$ cat src/pkg/pll_ctrl_pkg.sv
package pll_ctrl_pkg;

  // register byte addresses on the configuration port
  localparam logic [15:0] ADDR_LOOP_FILTER = 16'h009A;
  localparam logic [15:0] ADDR_LOCK_DETECT = 16'h009B;
  localparam logic [15:0] ADDR_OSC1_LOCK   = 16'h009C;
  localparam logic [15:0] ADDR_OSC2_LOCK   = 16'h009D;
  localparam logic [15:0] ADDR_BYPASS_REF  = 16'h009E;
  localparam logic [15:0] ADDR_SPARE       = 16'h009F;

  // field positions, loop filter register
  localparam int CP_CUR_MSB      = 7;
  localparam int CP_CUR_LSB      = 5;
  localparam int SER_RES_MSB     = 4;
  localparam int SER_RES_LSB     = 3;
  localparam int PAR_CAP_MSB     = 2;
  localparam int PAR_CAP_LSB     = 1;
  localparam int SECOND_POLE_BIT = 0;

  // field positions, lock detect and manual lock registers
  localparam int LOCK_COUNT_BIT  = 1;
  localparam int MANUAL_BIT      = 0;
  localparam int OSC_SEL_BIT     = 5;
  localparam int CODE_MSB        = 4;
  localparam int CODE_LSB        = 0;

  // field positions, bypass / reference output / prescaler register
  localparam int BYPASS_BIT      = 4;
  localparam int REFOUT_EN_BIT   = 2;
  localparam int PRESCALE_MSB    = 1;
  localparam int PRESCALE_LSB    = 0;

  // reset values of every defined field
  localparam logic [2:0] RST_CP_CUR      = 3'h4;
  localparam logic [1:0] RST_SER_RES     = 2'h1;
  localparam logic [1:0] RST_PAR_CAP     = 2'h1;
  localparam logic       RST_SECOND_POLE = 1'h1;
  localparam logic       RST_LOCK_COUNT  = 1'h1;
  localparam logic       RST_MANUAL      = 1'h0;
  localparam logic       RST_OSC_SEL     = 1'h1;
  localparam logic [4:0] RST_CODE1       = 5'h0B;
  localparam logic [4:0] RST_CODE2       = 5'h00;
  localparam logic       RST_BYPASS      = 1'h0;
  localparam logic       RST_REFOUT_EN   = 1'h0;
  localparam logic [1:0] RST_PRESCALE    = 2'h3;

  // manual oscillator choice: set picks the first oscillator
  localparam logic OSC_SEL_FIRST = 1'h1;

  // reference prescaler modes
  typedef enum logic [1:0] {
    PRE_DIV1 = 2'b00,
    PRE_DIV2 = 2'b01,
    PRE_DIV4 = 2'b10,
    PRE_MUL2 = 2'b11
  } prescale_type;

endpackage : pll_ctrl_pkg

$ cat src/pkg/pll_path_if.sv
`timescale 1ns/1ns
interface pll_path_if;
  // register fields and pins handed to the path logic
  logic       bypass_bit;
  logic       bypass_pin;
  logic       refout_en;
  logic       clk_sel_pin;
  logic       manual;
  logic       osc_sel;
  logic [4:0] code1;
  logic [4:0] code2;
  // registered controls coming back
  logic       bypass_q;
  logic       ref_out_en_n_q;
  logic       ref_src_clk_q;
  logic       lock_manual_q;
  logic [4:0] lock_code_q;

  modport bank (output bypass_bit, bypass_pin, refout_en, clk_sel_pin, manual, osc_sel, code1, code2,
                input  bypass_q, ref_out_en_n_q, ref_src_clk_q, lock_manual_q, lock_code_q);
  modport path (input  bypass_bit, bypass_pin, refout_en, clk_sel_pin, manual, osc_sel, code1, code2,
                output bypass_q, ref_out_en_n_q, ref_src_clk_q, lock_manual_q, lock_code_q);
endinterface : pll_path_if

$ cat src/rtl/pll_control_register_block.sv
`timescale 1ns/1ns
// What this block does
// - three-bit charge pump current, eight steps 110uA to 880uA, resets to 100
// - two-bit loop series resistor select, rising with code, resets to 01
// - two-bit parallel capacitor select 40/80/140/200pF, resets to 01
// - second-pole bit picks low or high post resistor, resets to 1
// - lock count bit: 1 ppm cleared, 16 ppm set, resets to 1
// - manual override bit: automatic lock when clear, manual when set, resets clear
// - oscillator select: second oscillator when clear, first when set, resets set
// - first oscillator manual lock code applied in manual mode, resets to 01011
// - second oscillator manual lock code applied in manual mode, resets to zero
// - bypass bit drives outputs zero to three from reference, resets clear
// - reference output high-impedance when enable clear, else carries selected reference
// - prescaler mode: divide by 1, 2, 4, or multiply by 2; resets 11
module pll_control_register_block (
  // clock and reset
  input  wire logic       clk,
  input  wire logic       rst,
  // configuration port
  input  wire logic [15:0] reg_addr,
  input  wire logic        reg_wr,
  input  wire logic        reg_rd,
  input  wire logic [7:0]  reg_wdata,
  output logic      [7:0]  reg_rdata_q,
  // device pins
  input  wire logic        bypass_pin,
  input  wire logic        clk_sel_pin,
  // loop filter and charge pump settings
  output logic      [2:0]  charge_pump_current_sel_q,
  output logic      [1:0]  loop_series_res_sel_q,
  output logic      [1:0]  loop_parallel_cap_sel_q,
  output logic             second_pole_sel_q,
  // lock detector settings
  output logic             lock_count_accuracy_q,
  output logic             lock_manual_override_q,
  output logic      [4:0]  lock_code_q,
  // reference and bypass path
  output logic             synth_bypass_q,
  output logic             ref_out_en_n_q,
  output logic             ref_src_clk_q,
  output logic      [1:0]  prescale_mode_q
);

  // field storage not seen directly at the ports, apart from prescale_q driven straight onto prescale_mode_q
  logic                          manual_osc_select_q;
  logic [4:0]                    osc1_manual_lock_code_q;
  logic [4:0]                    osc2_manual_lock_code_q;
  logic                          synth_bypass_bit_q;
  logic                          refout_en_q;
  pll_ctrl_pkg::prescale_type    prescale_q;

  // address decode
  wire hit_filter = (reg_addr == pll_ctrl_pkg::ADDR_LOOP_FILTER);
  wire hit_lock   = (reg_addr == pll_ctrl_pkg::ADDR_LOCK_DETECT);
  wire hit_osc1   = (reg_addr == pll_ctrl_pkg::ADDR_OSC1_LOCK);
  wire hit_osc2   = (reg_addr == pll_ctrl_pkg::ADDR_OSC2_LOCK);
  wire hit_byp    = (reg_addr == pll_ctrl_pkg::ADDR_BYPASS_REF);
  wire hit_spare  = (reg_addr == pll_ctrl_pkg::ADDR_SPARE);
  wire hit_any    = hit_filter | hit_lock | hit_osc1 | hit_osc2 | hit_byp;

  // write strobes; spare register takes no write
  wire wr_filter  = reg_wr & hit_filter;
  wire wr_lock    = reg_wr & hit_lock;
  wire wr_osc1    = reg_wr & hit_osc1;
  wire wr_osc2    = reg_wr & hit_osc2;
  wire wr_byp     = reg_wr & hit_byp;

  // readback words, reserved positions return zero
  wire [7:0] rb_filter = {charge_pump_current_sel_q, loop_series_res_sel_q,
                          loop_parallel_cap_sel_q, second_pole_sel_q};
  wire [7:0] rb_lock   = {6'h00, lock_count_accuracy_q, lock_manual_override_q};
  wire [7:0] rb_osc1   = {2'h0, manual_osc_select_q, osc1_manual_lock_code_q};
  wire [7:0] rb_osc2   = {3'h0, osc2_manual_lock_code_q};
  wire [7:0] rb_byp    = {3'h0, synth_bypass_bit_q, 1'h0, refout_en_q, prescale_q};

  // read select; unmapped and spare addresses read zero
  wire [7:0] rdata_d = hit_filter ? rb_filter :
                       hit_lock   ? rb_lock   :
                       hit_osc1   ? rb_osc1   :
                       hit_osc2   ? rb_osc2   :
                       hit_byp    ? rb_byp    : 8'h00;

  // loop filter register
  always_ff @(posedge clk) begin
    if (rst) begin
      charge_pump_current_sel_q <= pll_ctrl_pkg::RST_CP_CUR;
      loop_series_res_sel_q     <= pll_ctrl_pkg::RST_SER_RES;
      loop_parallel_cap_sel_q   <= pll_ctrl_pkg::RST_PAR_CAP;
      second_pole_sel_q         <= pll_ctrl_pkg::RST_SECOND_POLE;
    end else if (wr_filter) begin
      charge_pump_current_sel_q <= reg_wdata[pll_ctrl_pkg::CP_CUR_MSB:pll_ctrl_pkg::CP_CUR_LSB];
      loop_series_res_sel_q     <= reg_wdata[pll_ctrl_pkg::SER_RES_MSB:pll_ctrl_pkg::SER_RES_LSB];
      loop_parallel_cap_sel_q   <= reg_wdata[pll_ctrl_pkg::PAR_CAP_MSB:pll_ctrl_pkg::PAR_CAP_LSB];
      second_pole_sel_q         <= reg_wdata[pll_ctrl_pkg::SECOND_POLE_BIT];
    end
  end

  // lock detect register
  always_ff @(posedge clk) begin
    if (rst) begin
      lock_count_accuracy_q  <= pll_ctrl_pkg::RST_LOCK_COUNT;
      lock_manual_override_q <= pll_ctrl_pkg::RST_MANUAL;
    end else if (wr_lock) begin
      lock_count_accuracy_q  <= reg_wdata[pll_ctrl_pkg::LOCK_COUNT_BIT];
      lock_manual_override_q <= reg_wdata[pll_ctrl_pkg::MANUAL_BIT];
    end
  end

  // first oscillator manual lock register
  always_ff @(posedge clk) begin
    if (rst) begin
      manual_osc_select_q     <= pll_ctrl_pkg::RST_OSC_SEL;
      osc1_manual_lock_code_q <= pll_ctrl_pkg::RST_CODE1;
    end else if (wr_osc1) begin
      manual_osc_select_q     <= reg_wdata[pll_ctrl_pkg::OSC_SEL_BIT];
      osc1_manual_lock_code_q <= reg_wdata[pll_ctrl_pkg::CODE_MSB:pll_ctrl_pkg::CODE_LSB];
    end
  end

  // second oscillator manual lock register
  always_ff @(posedge clk) begin
    if (rst) begin
      osc2_manual_lock_code_q <= pll_ctrl_pkg::RST_CODE2;
    end else if (wr_osc2) begin
      osc2_manual_lock_code_q <= reg_wdata[pll_ctrl_pkg::CODE_MSB:pll_ctrl_pkg::CODE_LSB];
    end
  end

  // bypass, reference output and prescaler register
  always_ff @(posedge clk) begin
    if (rst) begin
      synth_bypass_bit_q <= pll_ctrl_pkg::RST_BYPASS;
      refout_en_q        <= pll_ctrl_pkg::RST_REFOUT_EN;
      prescale_q         <= pll_ctrl_pkg::prescale_type'(pll_ctrl_pkg::RST_PRESCALE);
    end else if (wr_byp) begin
      synth_bypass_bit_q <= reg_wdata[pll_ctrl_pkg::BYPASS_BIT];
      refout_en_q        <= reg_wdata[pll_ctrl_pkg::REFOUT_EN_BIT];
      prescale_q         <= pll_ctrl_pkg::prescale_type'(
                              reg_wdata[pll_ctrl_pkg::PRESCALE_MSB:pll_ctrl_pkg::PRESCALE_LSB]);
    end
  end

  // registered read data, held until the next read
  always_ff @(posedge clk) begin
    if (rst) begin
      reg_rdata_q <= 8'h00;
    end else if (reg_rd) begin
      reg_rdata_q <= rdata_d;
    end
  end

  // prescaler mode to the reference path
  assign prescale_mode_q = prescale_q;

  // hand fields and pins to the path logic
  pll_path_if path_bus ();

  assign path_bus.bypass_bit  = synth_bypass_bit_q;
  assign path_bus.bypass_pin  = bypass_pin;
  assign path_bus.refout_en   = refout_en_q;
  assign path_bus.clk_sel_pin = clk_sel_pin;
  assign path_bus.manual      = lock_manual_override_q;
  assign path_bus.osc_sel     = manual_osc_select_q;
  assign path_bus.code1       = osc1_manual_lock_code_q;
  assign path_bus.code2       = osc2_manual_lock_code_q;

  pll_path_ctrl u_path (
    .clk (clk),
    .rst (rst),
    .p   (path_bus.path)
  );

  // path controls, each a flop inside the path logic
  assign synth_bypass_q = path_bus.bypass_q;
  assign ref_out_en_n_q = path_bus.ref_out_en_n_q;
  assign ref_src_clk_q  = path_bus.ref_src_clk_q;
  assign lock_code_q    = path_bus.lock_code_q;
endmodule : pll_control_register_block

$ cat src/rtl/pll_path_ctrl.sv
`timescale 1ns/1ns
module pll_path_ctrl (
  // clock and reset
  input wire logic clk,
  input wire logic rst,
  // fields in, controls out
  pll_path_if.path p
);

  // bypass follows pin or bit; reference output driven only when enabled
  wire bypass_d = p.bypass_pin | p.bypass_bit;
  wire lock_first = (p.osc_sel == pll_ctrl_pkg::OSC_SEL_FIRST);
  wire [4:0] code_d = lock_first ? p.code1 : p.code2;

  // registered path controls
  always_ff @(posedge clk) begin
    if (rst) begin
      p.bypass_q       <= 1'h0;
      p.ref_out_en_n_q <= 1'h1;
      p.ref_src_clk_q  <= 1'h0;
      p.lock_manual_q  <= 1'h0;
      p.lock_code_q    <= 5'h00;
    end else begin
      p.bypass_q       <= bypass_d;
      p.ref_out_en_n_q <= ~p.refout_en;
      p.ref_src_clk_q  <= p.clk_sel_pin;
      p.lock_manual_q  <= p.manual;
      p.lock_code_q    <= p.manual ? code_d : 5'h00;
    end
  end
endmodule : pll_path_ctrl

$ cat config.mk
export PLATFORM = sky130hd
export DESIGN_NAME = pll_control_register_block
export DESIGN_NICKNAME = d
export VERILOG_FILES = /design/src/pkg/pll_ctrl_pkg.sv /design/src/pkg/pll_path_if.sv /design/src/rtl/pll_control_register_block.sv /design/src/rtl/pll_path_ctrl.sv
export SDC_FILE = /design/constraint.sdc
export NUM_CORES = 1
export LEC_CHECK = 0
export CORE_MARGIN = 1
export CORE_UTILIZATION = 30
export CTS_CLUSTER_SIZE = 24
export DETAILED_ROUTE_END_ITERATION = 12
export DONT_BUFFER_PORTS = 1
export GPL_TIMING_DRIVEN = 1
export PLACE_DENSITY = 0.42
export REMOVE_ABC_BUFFERS = 1
export SLEW_MARGIN = 20
export SYNTH_ARGS = -nofsm -noshare
export SYNTH_HDL_FRONTEND = slang
export SYNTH_SLANG_ARGS = --single-unit
$ cat constraint.sdc
create_clock -name clk -period 2.3 [get_ports clk]
set_clock_uncertainty 0.05 [all_clocks]
set_input_delay 0.23 -clock clk [delete_from_list [all_inputs] [get_ports clk]]
set_output_delay 0.23 -clock clk [all_outputs]
set_load 0.03 [all_outputs]
==> reports/results.ini <==
[run_status]
status = finished, final reports clean

[sta]
rsz0062_at_grt = false
finalSetupViolCount = 0
max_clock_freq_mhz = 616.2
hold_viol = 0
worst_pin_slew_ns = 0.5432
final_max_slew_viol_count = 0
fin_tns_setup_ns = 0
fin_crit_sh_pct = 70.56
fin_crit_ns = 1.623
relSlewSlack_pct = 63.51

[power_and_ir_drop]
switching_power_uw = 284.9
power_frac_clock_pct = 37.9
swShare_pct = 22.51
p_comb_share_pct = 4.6
vdd_drop_max_mv = 0.2268
leakage_nw = 0.7623
power.density_nw_per_um2 = 612.6
pwr-share-seq_pct = 57.5
intPower_uw = 980.5

[logic_synthesis]
synth.most_common_cell = dfxtp_1
ys_types = 36
avgSynthCellArea_um2 = 9.343
yosys_warnings = 0
async_flop_share_pct = 0
ys.flop_type = dfxtp_1
syn_inst = 197
synth_commonest_cells = dfxtp_1, nor2_1, mux2i_1
synth_area_leader_cell = dfxtp_1
syn_area_um2 = 1841
synth.area.top_cells = dfxtp_1, mux2i_1, nor2_1
ys_seq_area_share_pct = 44.60
synth-seq-cells = 41
synth_edf_count = 0
synth_top_area_share_pct = 44.60

[clocking]
clk_pin_slew_ns = 0.08
clock_path_buffers = 2
root_buffer = clkbuf_8
cts_buffers = 5
cts_tree = yes
postCtsSetupBuffers = 0
clock_latency_ns = 0.29
clock_sinks = 41
htree_levels = 2

[hold_path]
worstHoldStart = reg_wdata[1]
hold_class = in2reg
hold-path-endpoint = lock_count_accuracy_q
holdPathStages = 1

[global_route]
grt_use_total_pct = 16.42
grt_pass1_wl_mm = 7.728
antenna_found_initial = 0
grt_start_max_net_pins = 32
grt_pass1_vias = 1415
grt.overflow.total = 0

[die]
die_area_um2 = 6452
chipHeight_um = 80.33
io_pins = 58
die_w_um = 80.33
core.rowCount = 28
core_area_um2 = 5921
start_util_pct = 31.09

[route]
drt_iter0_markers = 62
vias = 1424
drc = 0
wl_mm = 4.885
dr.pass1.iters = 4
viasPerCell = 5.141
wire_per_inst_um = 17.64
final_antenna_net_count = 0

[worst_setup_path]
reg2reg_depth = 5
cp-end-kind = flop
r2r_end = reg_rdata_q[4]
crit_start = reg_addr[9]
ff2ff_setup_slack_ns = 0.84
critPathKind = in2reg
cp.required_ns = 2.43
cp.arrival_ns = 1.76
crit_path_max_fanout = 10
setup.worst_path.start_class = input pin
reg2reg_from = path_bus.bypass_bit

[place]
gp_congestion = 0.8077
hpwl_mm = 3.437
port-buffer-count = 0
dp.cells = 264

[layout]
fin_cells = 277
fin_nets = 232
layout-drive-gt1-share_pct = 9.406
n_antenna_cell = 0
area_growth_pct = 12.24

[run]
maxCapViolCount = 0

layer usage:
metal | share of wire (%) | wire [µm] | vias up | global-route usage (%)
met5 | 0 | 0 | - | 0
met4 | 1.9 | 91 | 0 | 6.786
met3 | 7.4 | 360 | 10 | 4.886
met2 | 46 | 2264 | 37 | 25.47
met1 | 44 | 2169 | 674 | 21.09
li1 | - | - | 703 | -
how the worst max path moves through the flow:
stage / endpoint / slack, ns / cells after the start
detailed placement: osc1_manual_lock_code_q[3] / 0.33 / 6
floorplan: charge_pump_current_sel_q[2] / 0.45 / 4
CTS: osc1_manual_lock_code_q[3] / 0.64 / 6
global placement: osc1_manual_lock_code_q[1] / 0.36 / 6
global route: osc1_manual_lock_code_q[3] / 0.50 / 6
finish: osc1_manual_lock_code_q[3] / 0.68 / 6
power by group through the flow:
stage	registers (mW)	clock network, mW	logic [mW]
6_report	0.728	0.480	0.0580
5_1_grt	0.728	0.528	0.0646
4_1_cts	0.728	0.496	0.0587
3_5_place_dp	0.745	0	0.0369
3_3_place_gp	0.745	0	0.0371
2_1_floorplan	0.744	0	0.0328
logic make-up (layout without fill, tap and decap cells):
kind of cell	count (synthesis)	after routing	share of synthesized area, %
buffers and inverters	18	23	3.807
AND/OR/NAND/NOR	85	85	27.60
flip-flops	41	41	44.60
AO/OA/AOI/OAI	34	34	13.60
multiplexers	19	19	10.40
through the flow:
stage	area, µm²	hold WS, ns	total power [mW]	utilization, %	setup slack (ns)
after CTS	2066	0.0005296	1.283	34.89	0.6401
after global routing	2066	0.004683	1.321	34.89	0.4996
after global placement	1909	0.2561	0.7818	32.25	0.3598
after detailed placement	1909	0.2597	0.7816	32.25	0.3262
final	2066	0.003478	1.265	34.89	0.6772
after floorplan	1800	0.2491	0.7764	-	0.4508
flip-flops by register name (all words and copies together) (netlist names), 2 cells and up:
name                       flops
osc1_manual_lock_code_q        5
osc2_manual_lock_code_q        5
prescale_mode_q                2
reg_rdata_q                    8
loop_parallel_cap_sel_q        2
u_path.p.lock_code_q           5
charge_pump_current_sel_q      3
loop_series_res_sel_q          2
cell type report:
cell class,instances,area [µm²]
Timing Repair Buffer,8,85.08
Fill cell,617,3855
Multi-Input combinational cell,138,949.7
Clock buffer,7,86.33
Tap cell,75,93.84
Sequential cell,41,820.8
Inverter,8,30.03
what timing repair did:
item | in CTS | in global routing
endpoints found under the setup margin | 0 | 0
resized for setup | 0 | 0
hold buffers | 6 | 0
hold endpoints to repair | 32 | 0
placed cells by master (no fill, tap or decap), types with 2 or more instances in the layout:
master,synthesis,layout
buf_4,0,2
nand3_1,5,5
nor3_1,3,3
nand4_1,2,2
dlygate4sd3_1,0,5
a311oi_1,3,3
a211o_1,11,11
o211ai_1,3,3
o21ai_0,6,6
nor2_1,31,31
mux2i_1,18,18
nor4_4,4,4
a21oi_1,4,4
inv_1,8,8
dfxtp_1,41,41
nand2_1,15,15
nor2b_1,10,10
clkbuf_8,0,6
nand2b_1,5,5
critical path, cell delays in order:
cell and delay (ns):
nor4_2 0.38, nand3_2 0.12, buf_4 0.19, nor3b_4 0.46, nor2b_1 0.10, a211o_1 0.27
(Power assumes the default switching activity.)
